File: config.mk
export PLATFORM = sky130hd
export DESIGN_NAME = pager_reset_config_loader
export DESIGN_NICKNAME = d
export VERILOG_FILES = /design/src/pager_cfg_pkg.sv /design/src/pager_reset_config_loader.sv
export SDC_FILE = /design/constraint.sdc
export NUM_CORES = 1
export LEC_CHECK = 0
export BUFFER_PORTS_ARGS = -buffer_cell sky130_fd_sc_hd__buf_2
export CAP_MARGIN = 0
export CORE_MARGIN = 3
export CORE_UTILIZATION = 25
export CTS_CLUSTER_DIAMETER = 60
export DETAILED_ROUTE_END_ITERATION = 7
export MAX_ROUTING_LAYER = met4
export PLACE_DENSITY = 0.43
export SLEW_MARGIN = 20
export SYNTH_ARGS = -nofsm -noshare
export SYNTH_HDL_FRONTEND = slang
export SYNTH_SLANG_ARGS = --single-unit
File: constraint.sdc
create_clock -name mclk -period 3.1 [get_ports mclk]
set_clock_uncertainty 0.05 [all_clocks]
set_input_delay 0.31 -clock mclk [delete_from_list [all_inputs] [get_ports mclk]]
set_output_delay 0.31 -clock mclk [all_outputs]
set_load 0.005 [all_outputs]
File: src/pager_cfg_pkg.sv
/*
 pager_cfg_pkg: constants shared by the paging decoder start-up loader.
 Assumes the configuration store is read one 8-byte row per request.
*/
package pager_cfg_pkg;
    localparam int LOAD_CYCLES = 8;
    localparam int ID_SLOTS = 6;
    localparam int ROW_BYTES = 8;
    localparam logic [2:0] ROW_SPF = 3'h0;
    localparam logic [2:0] ROW_ID_B1 = 3'h2;
    localparam logic [2:0] ROW_ID_B2 = 3'h3;
    localparam logic [2:0] ROW_ID_B3 = 3'h4;
    // programmed function byte fields
    localparam int SPF0_ALT_PROTOCOL = 0;
    localparam int SPF0_CONT_DECODE = 6;
    localparam int SPF1_SYNTH_EN = 6;
    localparam int SPF1_VCONV_EN = 7;
    localparam int SPF2_REF_LSB = 2;
    localparam int SPF2_SIGNAL_TEST = 4;
    localparam int SPF3_INT_HIGH = 6;
    // identifier byte 3 fields
    localparam int B3_CW_HI = 7;
    localparam int B3_FR_MSB = 5;
    localparam int B3_FR_LSB = 3;
    localparam int B3_TYPE_HI = 2;
    localparam int B3_ENABLE = 1;
    localparam int B3_TYPE_LO = 0;
    localparam int STD_SYNC_ID = 7;
    localparam logic [9:0] BCH_POLY = 10'h369;
    localparam logic [1:0] SYNTH_LATCHES = 2'h2;
    // register port map
    localparam int ADDR_W = 8;
    localparam logic [7:0] REG_STATUS = 8'h00;
    localparam logic [7:0] REG_SPF = 8'h04;
    localparam logic [7:0] REG_ID_ACTIVE = 8'h08;
    localparam logic [7:0] REG_CONTROL = 8'h0c;
    localparam int CTRL_RX_HOLD = 0;
    localparam int PIN_RST = 0;
    localparam int PIN_PON = 1;
    localparam int PIN_OSC = 2;
    typedef enum logic [1:0] {
        id_prog_sync = 2'b00,
        id_cont_decode = 2'b01,
        id_user_address = 2'b10,
        id_batch_zero = 2'b11
    } id_kind_type;
    typedef enum logic [1:0] {
        ref_32768 = 2'b00,
        ref_50hz = 2'b01,
        ref_2hz = 2'b10,
        ref_sixtieth = 2'b11
    } ref_sel_type;
    typedef enum logic [1:0] {
        st_reset = 2'b00,
        st_load = 2'b01,
        st_run = 2'b10
    } load_state_type;
endpackage

File: src/pager_reset_config_loader.sv
/*
 pager_reset_config_loader: reset handling, configuration load after reset,
 identifier decode and output gating of a paging decoder.
 Assumes a row-wide configuration store answering one cycle after the row
 address, timebase square waves and decoder requests on mclk, and the reset,
 power-on and oscillator-ready levels arriving asynchronously from pins.
*/
// Our own choices: the register offsets and the plain strobed port.
`timescale 1ns/1ps
module pager_reset_config_loader
    import pager_cfg_pkg::*;
#(
    parameter int VCONV_DIV = 16,
    parameter logic [1:0] PROGRAMMABLE_SYNC_WORD_FUNC_BITS = 2'b00
) (
    input wire logic mclk,
    input wire logic resetn,
    input wire logic rst_pin,
    input wire logic power_on_control,
    input wire logic osc_ready,
    output logic [2:0] eeprom_row_addr,
    input wire logic [63:0] eeprom_row_data,
    input wire logic synth_latch_enable,
    input wire logic ref_32768_in,
    input wire logic ref_50hz_in,
    input wire logic ref_2hz_in,
    input wire logic ref_sixtieth_in,
    input wire logic noise_filter_in,
    input wire logic bit_clock_in,
    input wire logic int_request,
    input wire logic indicator_req,
    input wire logic vibrator_req,
    input wire logic alerter_high_req,
    input wire logic alerter_low_req,
    input wire logic sda_low_req,
    input wire logic scl_low_req,
    output logic ref_out,
    output logic int_out,
    output logic clock_run,
    output logic on_status,
    output logic receiver_enable_out,
    output logic receiver_oscillator_enable_out,
    output logic indicator_output,
    output logic vibrator_output,
    output logic alerter_high_output,
    output logic alerter_low_output,
    output logic alerter_low_oe,
    output logic sda_out,
    output logic sda_oe,
    output logic scl_out,
    output logic scl_oe,
    output logic vconv_enable,
    output logic vconv_clk,
    output logic [5:0][17:0] id_codeword_bits,
    output logic [5:0][2:0] id_frame_number,
    output logic [5:0][1:0] id_kind,
    output logic [5:0] id_active,
    output logic [5:0][31:0] programmable_sync_word_codeword,
    output logic std_sync_active,
    input wire logic [ADDR_W-1:0] reg_addr,
    input wire logic [31:0] reg_wdata,
    input wire logic reg_write,
    input wire logic reg_read,
    output logic [31:0] reg_rdata
);

    function automatic logic [31:0] make_programmable_sync_word(input logic [17:0] pattern);
        logic [20:0] d;
        logic [9:0] r;
        logic fb;
        d = {1'b0, pattern, PROGRAMMABLE_SYNC_WORD_FUNC_BITS};
        r = 10'h000;
        for (int i = 20; i >= 0; i--) begin
            fb = d[i] ^ r[9];
            r = {r[8:0], 1'b0};
            if (fb) begin
                r = r ^ BCH_POLY;
            end
        end
        return {d, r, ^{d, r}};
    endfunction

    function automatic logic slot_enable(input int slot, input logic [7:0] b3,
                                         input logic alt_en, input logic cdd_en);
        logic [1:0] kind;
        kind = {b3[B3_TYPE_HI], b3[B3_TYPE_LO]};
        if (!b3[B3_ENABLE]) begin
            return 1'b0;
        end
        if (slot < 2 && !b3[B3_TYPE_HI]) begin
            return 1'b0;
        end
        if (kind == id_batch_zero && !alt_en) begin
            return 1'b0;
        end
        if (kind == id_cont_decode && !cdd_en) begin
            return 1'b0;
        end
        return 1'b1;
    endfunction

    logic [2:0] pin_raw;
    logic [2:0] pin_s1;
    logic [2:0] pin_s2;
    logic [2:0] pin_s3;
    logic [2:0] pin_lvl;
    logic in_reset;
    logic pon;
    logic osc_ok;
    load_state_type state;
    logic [2:0] load_cnt;
    logic [2:0] row_idx;
    logic [3:0][7:0] programmed_function_bytes;
    logic [5:0][7:0] id_b1;
    logic [5:0][7:0] id_b2;
    logic [5:0][7:0] id_b3;
    logic running;
    logic latch_prev;
    logic [1:0] latch_cnt;
    logic synth_ready;
    logic ctrl_hold;
    logic [15:0] vconv_cnt;
    logic alt_en;
    logic cdd_en;
    logic signal_test;
    logic int_high;
    logic ref_pick;

    // reset, power-on and oscillator-ready come from pins: three flops, level on agreement
    assign pin_raw = {osc_ready, power_on_control, rst_pin};

    always_ff @(posedge mclk or negedge resetn) begin
        if (!resetn) begin
            pin_s1 <= 3'h1;
            pin_s2 <= 3'h1;
            pin_s3 <= 3'h1;
        end else begin
            pin_s1 <= pin_raw;
            pin_s2 <= pin_s1;
            pin_s3 <= pin_s2;
        end
    end

    for (genvar p = 0; p < 3; p++) begin : g_pin
        always_ff @(posedge mclk or negedge resetn) begin
            if (!resetn) begin
                pin_lvl[p] <= (p == PIN_RST);
            end else if (pin_s2[p] == pin_s3[p]) begin
                pin_lvl[p] <= pin_s3[p];
            end
        end
    end

    assign in_reset = pin_lvl[PIN_RST];
    assign pon = pin_lvl[PIN_PON];
    assign osc_ok = pin_lvl[PIN_OSC];
    assign running = (state == st_run);

    always_ff @(posedge mclk or negedge resetn) begin
        if (!resetn) begin
            state <= st_reset;
        end else if (in_reset) begin
            state <= st_reset;
        end else begin
            unique case (state)
                st_reset: begin
                    state <= st_load;
                end
                st_load: begin
                    if (load_cnt == 3'(LOAD_CYCLES - 1)) begin
                        state <= st_run;
                    end
                end
                st_run: begin
                    state <= st_run;
                end
                default: begin
                    state <= st_reset;
                end
            endcase
        end
    end

    always_ff @(posedge mclk or negedge resetn) begin
        if (!resetn) begin
            load_cnt <= 3'h0;
        end else if (state == st_load && !in_reset) begin
            load_cnt <= load_cnt + 3'h1;
        end else begin
            load_cnt <= 3'h0;
        end
    end

    assign eeprom_row_addr = (state == st_load) ? load_cnt : 3'h0;
    assign row_idx = load_cnt - 3'h1;

    // store answers one cycle late, so row n lands while the counter shows n+1
    always_ff @(posedge mclk or negedge resetn) begin
        if (!resetn) begin
            programmed_function_bytes <= '0;
            id_b1 <= '0;
            id_b2 <= '0;
            id_b3 <= '0;
        end else if (in_reset) begin
            programmed_function_bytes <= '0;
            id_b1 <= '0;
            id_b2 <= '0;
            id_b3 <= '0;
        end else if (state == st_load && load_cnt != 3'h0) begin
            for (int i = 0; i < ID_SLOTS; i++) begin
                if (row_idx == ROW_SPF && i < 4) begin
                    programmed_function_bytes[i[1:0]] <= eeprom_row_data[8*i +: 8];
                end
                if (row_idx == ROW_ID_B1) begin
                    id_b1[i] <= eeprom_row_data[8*i +: 8];
                end
                if (row_idx == ROW_ID_B2) begin
                    id_b2[i] <= eeprom_row_data[8*i +: 8];
                end
                if (row_idx == ROW_ID_B3) begin
                    id_b3[i] <= eeprom_row_data[8*i +: 8];
                end
            end
        end
    end

    // until the load ends every setting behaves as if programmed zero
    assign alt_en = running & programmed_function_bytes[0][SPF0_ALT_PROTOCOL];
    assign cdd_en = running & programmed_function_bytes[0][SPF0_CONT_DECODE];
    assign signal_test = running & programmed_function_bytes[2][SPF2_SIGNAL_TEST];
    assign int_high = running & programmed_function_bytes[3][SPF3_INT_HIGH];
    assign synth_ready = !(running & programmed_function_bytes[1][SPF1_SYNTH_EN]) || latch_cnt == SYNTH_LATCHES;

    always_comb begin
        unique case (ref_sel_type'(running ? programmed_function_bytes[2][SPF2_REF_LSB +: 2] : 2'b00))
            ref_32768: ref_pick = ref_32768_in;
            ref_50hz: ref_pick = ref_50hz_in;
            ref_2hz: ref_pick = ref_2hz_in;
            ref_sixtieth: ref_pick = ref_sixtieth_in;
        endcase
    end

    // a latch pulse completes on its falling edge
    always_ff @(posedge mclk or negedge resetn) begin
        if (!resetn) begin
            latch_prev <= 1'b0;
            latch_cnt <= 2'h0;
        end else if (in_reset) begin
            latch_prev <= 1'b0;
            latch_cnt <= 2'h0;
        end else begin
            latch_prev <= synth_latch_enable;
            if (latch_prev && !synth_latch_enable && latch_cnt != SYNTH_LATCHES) begin
                latch_cnt <= latch_cnt + 2'h1;
            end
        end
    end

    always_ff @(posedge mclk or negedge resetn) begin
        if (!resetn) begin
            ctrl_hold <= 1'b0;
        end else if (in_reset) begin
            ctrl_hold <= 1'b0;
        end else if (reg_write && reg_addr == REG_CONTROL) begin
            ctrl_hold <= reg_wdata[CTRL_RX_HOLD];
        end
    end

    always_ff @(posedge mclk or negedge resetn) begin
        if (!resetn) begin
            vconv_cnt <= 16'h0000;
            vconv_clk <= 1'b0;
        end else if (in_reset || !vconv_enable) begin
            vconv_cnt <= 16'h0000;
            vconv_clk <= 1'b0;
        end else if (vconv_cnt == 16'(VCONV_DIV - 1)) begin
            vconv_cnt <= 16'h0000;
            vconv_clk <= !vconv_clk;
        end else begin
            vconv_cnt <= vconv_cnt + 16'h0001;
        end
    end

    always_ff @(posedge mclk or negedge resetn) begin
        if (!resetn) begin
            ref_out <= 1'b0;
            int_out <= 1'b0;
            clock_run <= 1'b0;
            on_status <= 1'b0;
            receiver_enable_out <= 1'b0;
            receiver_oscillator_enable_out <= 1'b0;
            vconv_enable <= 1'b0;
        end else if (in_reset) begin
            ref_out <= ref_32768_in;
            int_out <= 1'b0;
            clock_run <= 1'b0;
            on_status <= 1'b0;
            receiver_enable_out <= 1'b0;
            receiver_oscillator_enable_out <= 1'b0;
            vconv_enable <= 1'b0;
        end else begin
            ref_out <= signal_test ? noise_filter_in : ref_pick;
            // idle level is high for low-active polarity: start-up shows as a rise
            if (!osc_ok) begin
                int_out <= 1'b0;
            end else if (signal_test) begin
                int_out <= bit_clock_in;
            end else begin
                int_out <= int_high ? int_request : !int_request;
            end
            clock_run <= 1'b1;
            on_status <= running & pon;
            receiver_enable_out <= running & pon & synth_ready & !ctrl_hold;
            receiver_oscillator_enable_out <= running & pon & synth_ready & !ctrl_hold;
            vconv_enable <= running & programmed_function_bytes[1][SPF1_VCONV_EN];
        end
    end

    // open-drain lines only ever pull low
    assign alerter_low_output = 1'b0;
    assign sda_out = 1'b0;
    assign scl_out = 1'b0;

    always_ff @(posedge mclk or negedge resetn) begin
        if (!resetn) begin
            indicator_output <= 1'b0;
            vibrator_output <= 1'b0;
            alerter_high_output <= 1'b0;
            alerter_low_oe <= 1'b0;
            sda_oe <= 1'b0;
            scl_oe <= 1'b0;
        end else if (in_reset) begin
            indicator_output <= 1'b0;
            vibrator_output <= 1'b0;
            alerter_high_output <= 1'b0;
            alerter_low_oe <= 1'b0;
            sda_oe <= 1'b0;
            scl_oe <= 1'b0;
        end else begin
            indicator_output <= indicator_req;
            vibrator_output <= vibrator_req;
            alerter_high_output <= alerter_high_req;
            alerter_low_oe <= alerter_low_req;
            sda_oe <= sda_low_req;
            scl_oe <= scl_low_req;
        end
    end

    for (genvar s = 0; s < ID_SLOTS; s++) begin : g_slot
        always_ff @(posedge mclk or negedge resetn) begin
            if (!resetn) begin
                id_codeword_bits[s] <= 18'h00000;
                id_frame_number[s] <= 3'h0;
                id_kind[s] <= 2'h0;
                id_active[s] <= 1'b0;
                programmable_sync_word_codeword[s] <= 32'h00000000;
            end else begin
                id_codeword_bits[s] <= {id_b1[s], id_b2[s], id_b3[s][B3_CW_HI -: 2]};
                id_frame_number[s] <= id_b3[s][B3_FR_MSB:B3_FR_LSB];
                id_kind[s] <= {id_b3[s][B3_TYPE_HI], id_b3[s][B3_TYPE_LO]};
                id_active[s] <= running & slot_enable(s, id_b3[s], alt_en, cdd_en);
                // bit 31 is the address flag and stays zero for a sync word
                programmable_sync_word_codeword[s] <= make_programmable_sync_word({id_b1[s], id_b2[s], id_b3[s][B3_CW_HI -: 2]});
            end
        end
    end

    // the standard sync word has no enable bit to clear
    assign std_sync_active = running;

    always_ff @(posedge mclk or negedge resetn) begin
        if (!resetn) begin
            reg_rdata <= 32'h00000000;
        end else if (reg_read) begin
            unique case (reg_addr)
                REG_STATUS: reg_rdata <= {25'h0000000, latch_cnt, receiver_enable_out,
                                          osc_ok, on_status, running, in_reset};
                REG_SPF: reg_rdata <= programmed_function_bytes;
                REG_ID_ACTIVE: reg_rdata <= {26'h0000000, id_active};
                REG_CONTROL: reg_rdata <= {31'h00000000, ctrl_hold};
                default: reg_rdata <= 32'h00000000;
            endcase
        end else begin
            reg_rdata <= 32'h00000000;
        end
    end
endmodule

# == Word level (Yosys, flattened, before mapping) ==
# Cells that the tools add are included.
# word_totals
register_bits,576
out_inout_bits,389
elab_cells,657
# classes
n_addsub,4
eq_ne,31
muxes,262
bitwise_logic,231
n_reduce_logical,51
# ops
operator,n
two-way mux 10 bit,120
NOT 6 bit,114
two-way mux 48 bit,6
parity 31 bit,6
two-way mux 8 bit,22
one-hot mux 32 bit (4 select lines),1
bitwise XOR 1 bit,102
two-way mux 1 bit,99
two-way mux 32 bit,3
two-way mux 16 bit,2
"equality test 2 bit, second input constant",10
logical AND 1 bit,17
"adder 16 x 1 -> 16 bit, second input constant",1
"equality test 16 x 4 -> 1 bit, second input constant",1
"equality test 2 x 1 -> 1 bit, second input constant",8
"equality test 8 x 4 -> 1 bit, second input constant",2
nonzero test 2 bit,8
bitwise AND 1 bit,15
two-way mux 2 bit,5
logical NOT 1 bit,9
"equality test 8 x 3 -> 1 bit, second input constant",1
logical NOT 8 bit,1
AND reduction 2 bit,4
"equality test 3 x 2 -> 1 bit, second input constant",2
other kinds (14),20

# == Logic depth before layout (Yosys ltp) ==
# Gate-level depths: netlist (run 1).
# logic_depth
depth_word,40
ltp_mapped,9
ltp_nobuf,7

# == Least setup slack after synthesis (run 1) ==
# OpenSTA, ideal clock, no wires.
# synth_timing
path_kind,register to register
start,reg id_b1[20] (netlist name)
end,reg programmable_sync_word_codeword[69] (netlist name)
t_arrival_ns,2.252
path_slack_ns,0.665
path_stages_with_launch,7
synth_period_minus_slack_ns,2.435
path_cell_list,dfrtp_1 buf_6 xor2_4 xnor3_2 xnor3_2 xnor2_1 xnor3_1
# synth_via
elab_chain_cells,32
# synth_lines
item,line,source
"start, declared",pager_reset_config_loader.sv:114,logic [5:0][7:0] id_b1;
"start signal, assigned by index",pager_reset_config_loader.sv:215,id_b1[i] <= eeprom_row_data[8*i +: 8];
bitwise XOR 1 bit *,pager_reset_config_loader.sv:74,fb = d[i] ^ r[9];
two-way mux 10 bit *,pager_reset_config_loader.sv:76,if (fb) begin
bitwise XOR 1 bit or NOT 6 bit (tied branches),n/a,
two-way mux 10 bit *,pager_reset_config_loader.sv:76,
bitwise XOR 1 bit or NOT 6 bit (tied branches),n/a,
two-way mux 10 bit *,pager_reset_config_loader.sv:76,
bitwise XOR 1 bit or NOT 6 bit (tied branches),n/a,
two-way mux 10 bit *,pager_reset_config_loader.sv:76,
(+14 left out),n/a,
bitwise XOR 1 bit or NOT 6 bit (tied branches),n/a,
two-way mux 10 bit *,pager_reset_config_loader.sv:76,
bitwise XOR 1 bit or NOT 6 bit (tied branches),n/a,
two-way mux 10 bit *,pager_reset_config_loader.sv:76,
bitwise XOR 1 bit or NOT 6 bit (tied branches),n/a,
two-way mux 10 bit *,pager_reset_config_loader.sv:76,
bitwise XOR 1 bit or NOT 6 bit (tied branches),n/a,
two-way mux 10 bit * (3 in a row),pager_reset_config_loader.sv:76,
"end signal, assigned by index",pager_reset_config_loader.sv:363,"programmable_sync_word_codeword[s] <= make_programmable_sync_word({id_b1[s], id_b2[s], id_b3[s][B3_CW_HI -: 2] ..."
"end, declared",pager_reset_config_loader.sv:58,"output logic [5:0][31:0] programmable_sync_word_codeword,"
# Every way passes the cells marked *; elsewhere a longest branch is shown, timed or not.
# A chain may end at the register's enable or synchronous reset.

# == Worst setup path after layout (run 1) ==
# layout_timing
start,reg id_b1[44] (netlist name)
end,reg programmable_sync_word_codeword[167] (netlist name)
# layout_via
elab_chain_cells,33
# layout_lines
item,line
bitwise XOR 1 bit *,pager_reset_config_loader.sv:74
two-way mux 10 bit *,pager_reset_config_loader.sv:76
bitwise XOR 1 bit or NOT 6 bit (tied branches),n/a
two-way mux 10 bit *,pager_reset_config_loader.sv:76
bitwise XOR 1 bit or NOT 6 bit (tied branches),n/a
two-way mux 10 bit *,pager_reset_config_loader.sv:76
bitwise XOR 1 bit or NOT 6 bit (tied branches),n/a
two-way mux 10 bit *,pager_reset_config_loader.sv:76
(+16 left out),n/a
bitwise XOR 1 bit or NOT 6 bit (tied branches),n/a
two-way mux 10 bit *,pager_reset_config_loader.sv:76
bitwise XOR 1 bit or NOT 6 bit (tied branches),n/a
two-way mux 10 bit *,pager_reset_config_loader.sv:76
bitwise XOR 1 bit (tied with other cells),pager_reset_config_loader.sv:74
two-way mux 10 bit * (2 in a row),pager_reset_config_loader.sv:76
NOT 6 bit (no line) or two-way mux 10 bit (tied branches),n/a
two-way mux 10 bit *,pager_reset_config_loader.sv:76
# Marks and branches as above.

==> results.json, run 1 <==
{
  "status": "finished clean",
  "numClockSinks": 468,
  "antenna_found_initial": 1,
  "min_from": "eeprom_row_data[25]",
  "layout_setup_ws_ps": 390,
  "gp_routability_congestion": 0.806,
  "cp-end-kind": "register",
  "via_per_inst": 4.06,
  "dpl_cell_area_um2": 23700,
  "syn_area_um2": 21000,
  "cpMostUsedCell": "xnor3_1",
  "cp_top_family": "XOR/XNOR gates",
  "pin_count": 514,
  "cp_data_required_time_ps": 3510,
  "cts_hold_buf": 43,
  "synth_area_leaders": "dfrtp_1 55%, xnor2_1 8.6%, xnor3_1 7.8%, buf_4 4.9%, o21ai_0 4.2%",
  "postRouteAntennaNets": 0,
  "synth-adder-area-share_pct": 0.799,
  "rsz0062_at_grt": "false",
  "dp_slack_ps": 369,
  "initial_core_util_pct": 25.4,
  "whs_endpoint": "id_b2[25]",
  "rr_worst_depth": 5,
  "yosysUniqueCellTypes": 46,
  "chipWidth_um": 296,
  "cp-start-kind": "register",
  "finalCriticalPeriod_ps": 2710,
  "nets": 2195,
  "drcViolationCount": 0,
  "p_int_mw": 20.0,
  "multi_input_area_um2": 8060,
  "r2r-start": "id_b1[44]",
  "cap_violations": 0,
  "die_y_um": 296,
  "dr.pass1.iters": 4,
  "core-area_um2": 82600,
  "clock_path_buffers": 3,
  "setup_viol": 0,
  "crit_chain": "xnor3_1, xnor2_1, xnor3_1, xor2_1, xnor3_1",
  "cts.htree.levels": 2,
  "crit_fanout": 8,
  "syn_inst": 1667,
  "synth_edf_count": 0,
  "routed_wl_mm": 59.2,
  "rrSetupSlack_ps": 390,
  "crit_buf_inv": 0,
  "dp_hpwl_mm": 43.5,
  "arrival_ps": 3120,
  "track_usage_pct": 13.7,
  "fillers": 8309,
  "cellPowerDensity_nw_per_um2": 1130,
  "vias": 12900,
  "cts_resized": 0,
  "grt_max_degree": 75,
  "ys_ff_latch": 468,
  "grt-ovfl-total": 0,
  "seq_area_frac_synth_pct": 55.9,
  "synth_top_family_by_area": "XOR/XNOR gates",
  "antennaDiodeCount": 0,
  "p_sw_share_pct": 32.2,
  "yosysWarnings": 0,
  "switchingPower_mw": 9.51,
  "p_leak_nw": 12.9,
  "cts_buffers": 59,
  "final_cell_mix": "464 x dfrtp_1, 444 x buf_2, 235 x nand2_1",
  "hold_path_depth": 3,
  "row_count": 105,
  "synth_compound_area_share_pct": 4.98,
  "post_cts_buffers": 0,
  "final_common_cell": "dfrtp_1",
  "ys.flop_type": "dfrtp_1",
  "startpoint": "id_b1[44]",
  "worstMarginPinSlew_ps": 724,
  "min_period_over_period_pct": 87.4,
  "yosys.area_share.xor_xnor_pct": 24.0,
  "final_max_slew_viol_count": 0,
  "cts_tree": "done",
  "synth-simple-area-share_pct": 7.08,
  "wl_per_cell_um": 18.6,
  "dieArea_um2": 87400,
  "hold_viol": 0,
  "pwr-share-clk_pct": 23.4,
  "synth_area_leader_cell": "dfrtp_1",
  "synth_top_area_share_pct": 55.4,
  "slowest_delay_ps": 570,
  "grt_pass1_wl_mm": 87.6,
  "worstHoldPathType": "input port to register",
  "clk_pin_slew_worst_paths_ps": 60,
  "comb_power_share_pct": 47.9,
  "register_area_um2": 11700,
  "postSynth.asyncResetShare_pct": 100,
  "portBuffers": 445,
  "drtIter0Drc": 555,
  "synthToLayoutAreaGrowth_pct": 24.6,
  "fin_tns_setup_ps": 0,
  "seqPwrFrac_pct": 28.6,
  "drive_above_1_share_pct": 28.8,
  "regToRegEndpoint": "programmable_sync_word_codeword[167]",
  "whs_ps": 36.4,
  "maxSlewHeadroom_pct": 51.7,
  "max_freq_mhz": 369,
  "cpMaxStageDelayCell": "dfrtp_1",
  "cts-root-buf": "clkbuf_16",
  "avgSynthCellArea_um2": 12.6,
  "grt_pass1_vias": 13500,
  "fin_area_um2": 26100,
  "clkLatencyLatePin_ps": 590,
  "ir_drop_mv": 0.759,
  "synth_mux_area_share_pct": 0.883,
  "crit_type": "register to register"
}
==> sequential cells by signal (all words and copies together), names as in the netlist, 12 cells and up <==
signal	flops
programmable_sync_word_codeword	72
id_b3	48
reg_rdata	32
id_b1	48
id_codeword_bits	102
programmed_function_bytes	32
id_frame_number	18
vconv_cnt	16
id_kind	12
id_b2	48
==> cells in the mapped netlist, types with 8 or more instances <==
| cell | n |
|---|---|
| dfrtp_1 | 464 |
| nand2_1 | 235 |
| xnor2_1 | 206 |
| o21ai_0 | 178 |
| buf_4 | 136 |
| xor2_1 | 89 |
| xnor3_1 | 73 |
| clkbuf_1 | 57 |
| nor2_1 | 30 |
| and2_1 | 29 |
| xor3_1 | 15 |
| mux2i_1 | 14 |
| a21oi_1 | 13 |
| and3_1 | 11 |
| ha_1 | 11 |
| xnor2_2 | 11 |
| inv_1 | 10 |
| nand3_1 | 10 |
| nor2b_1 | 10 |
| buf_2 | 8 |
==> power groups by stage <==
stage | registers, mW | logic [mW] | clock network [mW]
6_report | 8.45 | 14.2 | 6.92
5_1_grt | 8.62 | 15.5 | 7.43
4_1_cts | 8.51 | 14.5 | 7.18
3_5_place_dp | 8.60 | 14.4 | 0
3_3_place_gp | 8.58 | 14.3 | 0
2_1_floorplan | 8.30 | 11.6 | 0
==> cell type report <==
cell class | instances | area share (%)
Sequential cell | 468 | 44.8
Multi-Input combinational cell | 1004 | 30.8
Timing Repair Buffer | 516 | 11.4
Clock buffer | 81 | 6.59
Tap cell | 1070 | 5.12
Clock inverter | 26 | 1.08
Inverter | 10 | 0.148
==> logic make-up (layout without fill, tap and decap cells) <==
logic type | after synthesis | count (layout)
flip-flops | 468 | 468
XOR/XNOR | 405 | 405
multiplexers | 17 | 17
AND/OR/NAND/NOR | 344 | 344
other | 1 | 21
adder cells (fa/ha/maj) | 14 | 14
AO/OA/AOI/OAI | 203 | 203
buffers and inverters | 215 | 633
==> stage by stage <==
step           instances  util, %  power [mW]
2_1_floorplan       1687        -        19.9
3_3_place_gp        3025     28.7        22.9
3_5_place_dp        3025     28.7        23.0
4_1_cts             3175     31.6        30.2
5_1_grt             3175     31.6        31.5
6_report            3175     31.6        29.5
==> how the worst max path moves through the flow <==
| stage | to | slack, ps | depth (start not counted) |
|---|---|---|---|
| 2_1_floorplan | programmable_sync_word_codeword[69] | 660 | 6 |
| 3_3_place_gp | programmable_sync_word_codeword[167] | 400 | 5 |
| 3_5_place_dp | programmable_sync_word_codeword[69] | 370 | 5 |
| 4_1_cts | programmable_sync_word_codeword[69] | 360 | 5 |
| 5_1_grt | programmable_sync_word_codeword[69] | 270 | 5 |
| 6_report | programmable_sync_word_codeword[167] | 390 | 5 |
==> routing by layer <==
layer	vias to the layer above	wire [um]	global-route usage (%)
li1	6046	-	-
met1	6391	26700	17.7
met2	371	28200	22.2
met3	79	3090	2.56
met4	0	1130	3.23
met5	-	0	-
==> worst min-delay path: stages <==
cell and delay, ps:
buf_2 100, nand2_1 130, o21ai_0 90
Power figures use the tool's default switching activity.
==> run 2: changes to the inputs <==
CORE_UTILIZATION = 54   (was 25)
GPL_TIMING_DRIVEN = 0   (was unset)
PLACE_DENSITY = 0.81   (was 0.43)
==> run 2 against run 1 <==
Count of clock-buffer cells in the layout down 16; highest routed layer unchanged; sequential share of layout area up 0.067 points; critical path depth up 4; non-clock buffer count up 166; register-to-register slack worse by 220 ps; global-route usage up 15 points; critical endpoint is now id_b2[28].
==> results.json, run 2 (synthesis gave the netlist of run 1 again) <==
{
  "dpl.cell_count": 2646,
  "core-area_um2": 37900,
  "final_cell_mix": "464 x dfrtp_1, 450 x buf_2, 235 x nand2_1",
  "cpMostUsedCell": "clkbuf_1",
  "p_leak_nw": 13.5,
  "cellPowerDensity_nw_per_um2": 1120,
  "drcViolationCount": 0,
  "initial_core_util_pct": 55.3,
  "die_y_um": 203,
  "crit_buf_inv": 4,
  "clock_path_buffers": 3,
  "cap_violations": 0,
  "reg_top3": "id_codeword_bits: 102 flops, programmable_sync_word_codeword: 72 flops",
  "grt_pass1_wl_mm": 87.4,
  "worstHoldPathType": "input port to register",
  "row_count": 71,
  "gp_routability_congestion": 0.898,
  "setup_viol": 0,
  "final_max_slew_viol_count": 0,
  "arrival_ps": 3370,
  "max_freq_mhz": 342,
  "hold_viol": 0,
  "portBuffers": 443,
  "crit_chain": "inv_1, ha_1, clkbuf_1, and2_1, a31oi_4, clkbuf_2, clkbuf_1, nand2_1, o21ai_0",
  "layout_setup_ws_ps": 175,
  "final_common_cell": "dfrtp_1",
  "cts_tree": "done",
  "antenna_found_initial": 2,
  "maxSlewHeadroom_pct": 37.2,
  "drtIter0Drc": 891,
  "crit_type": "register to register",
  "worstMarginPinSlew_ps": 942,
  "hold_path_depth": 3,
  "grt_pass1_vias": 14800,
  "pin_count": 514,
  "top_register": "id_codeword_bits",
  "grt-ovfl-total": 0,
  "cp.depth": 9,
  "cts.htree.levels": 2,
  "rr_worst_depth": 9,
  "drive_above_1_share_pct": 32.1,
  "cp_top_family": "buffers and inverters",
  "cp-start-kind": "register",
  "rrSetupSlack_ps": 180,
  "postRouteAntennaNets": 0,
  "crit_fanout": 10,
  "track_usage_pct": 28.9,
  "largest_reg_flops": 102,
  "utilization_pct": 68.8,
  "cts_buffers": 49,
  "numClockSinks": 468,
  "clkLatencyLatePin_ps": 580,
  "dp_hpwl_mm": 42.3,
  "vias": 14300,
  "synthToLayoutAreaGrowth_pct": 24.4,
  "via_per_inst": 5.15,
  "slowest_delay_ps": 580,
  "rsz0062_at_grt": "false",
  "cp-end-kind": "register",
  "nets": 2351,
  "dieArea_um2": 41200,
  "cpMaxStageDelayCell": "clkbuf_1",
  "ir_drop_mv": 1.76,
  "status": "finished clean",
  "min_period_over_period_pct": 94.3,
  "grt_max_degree": 107,
  "cts-root-buf": "clkbuf_16",
  "routed_wl_mm": 58.1,
  "finalCriticalPeriod_ps": 2920,
  "total_power_mw": 29.2,
  "chipWidth_um": 203,
  "wl_per_cell_um": 21.0,
  "fin_cells": 2767,
  "cp_data_required_time_ps": 3550,
  "dp_slack_ps": -484,
  "fin_tns_setup_ps": 0,
  "clk_pin_slew_worst_paths_ps": 70,
  "dr.pass1.iters": 5
}
-- run 2: cell types whose count changed in the layout (fill, tap and decap cells not counted), moves of 4 or more --
| cell | delta |
|---|---|
| buf_4 | +116 |
| clkbuf_1 | +43 |
| clkbuf_2 | +15 |
| dlygate4sd3_1 | -14 |
| clkbuf_16 | -10 |
| buf_12 | -8 |
| buf_2 | +6 |
| clkbuf_8 | -5 |
| buf_16 | +4 |
| inv_6 | -4 |
-- run 2: final timing paths --
| kind | startpoint | to |
|---|---|---|
| setup / recovery | state[1] | id_b2[28] |
| hold / removal | eeprom_row_data[11] | id_b1[11] |
| setup reg to reg | state[1] | id_b2[28] |
| hold reg to reg | pin_s1[1] | pin_s2[1] |
| max in group asynchronous | resetn | programmed_function_bytes[18] |
| min in group asynchronous | resetn | id_b3[3] |
-- run 2: stage by stage --
step	hold slack, ps	instance area, um^2
5_1_grt	18.5	26100
2_1_floorplan	-35.6	21100
6_report	30.5	26100
3_5_place_dp	248	24100
4_1_cts	3.71	26100
3_3_place_gp	287	23900
-- run 2: tightest hold or removal path: stages --
cell     delay (ps)
buf_2           100
nand2_1         110
o21ai_0          90
-- run 2: per-layer routing --
layer | track usage, % | routed length, um | share of wire, % | vias to the layer above
li1 | - | - | - | 6355
met4 | 9.61 | 1690 | 2.9 | 0
met3 | 3.69 | 3410 | 5.9 | 98
met5 | - | 0 | 0 | -
met2 | 48.3 | 29400 | 51 | 590
met1 | 37.3 | 23600 | 41 | 7208
-- run 2: what timing repair did --
action / CTS / global route
hold endpoints to repair: 117 / 0
setup endpoints to repair: 104 / 29
resized for setup: 10 / 12
hold buffers: 29 / 0
buffers inserted: 0 / 0
-- run 2: final cells by class --
class / count / area, um^2
Fill cell: 2700 / 11800
Sequential cell: 468 / 11700
Multi-Input combinational cell: 1004 / 8040
Timing Repair Buffer: 477 / 2640
Clock buffer: 65 / 1400
Buffer: 205 / 1320
Tap cell: 511 / 639
Clock inverter: 25 / 308
Inverter: 10 / 37.5
Antenna cell: 2 / 5.00
-- run 2: power breakdown --
part	internal, mW	switching [mW]	leakage, nW
Sequential	7.61	0.724	6.02
Clock	3.69	2.46	0.839
Combinational	8.44	6.33	6.59
Total	19.7	9.51	13.5
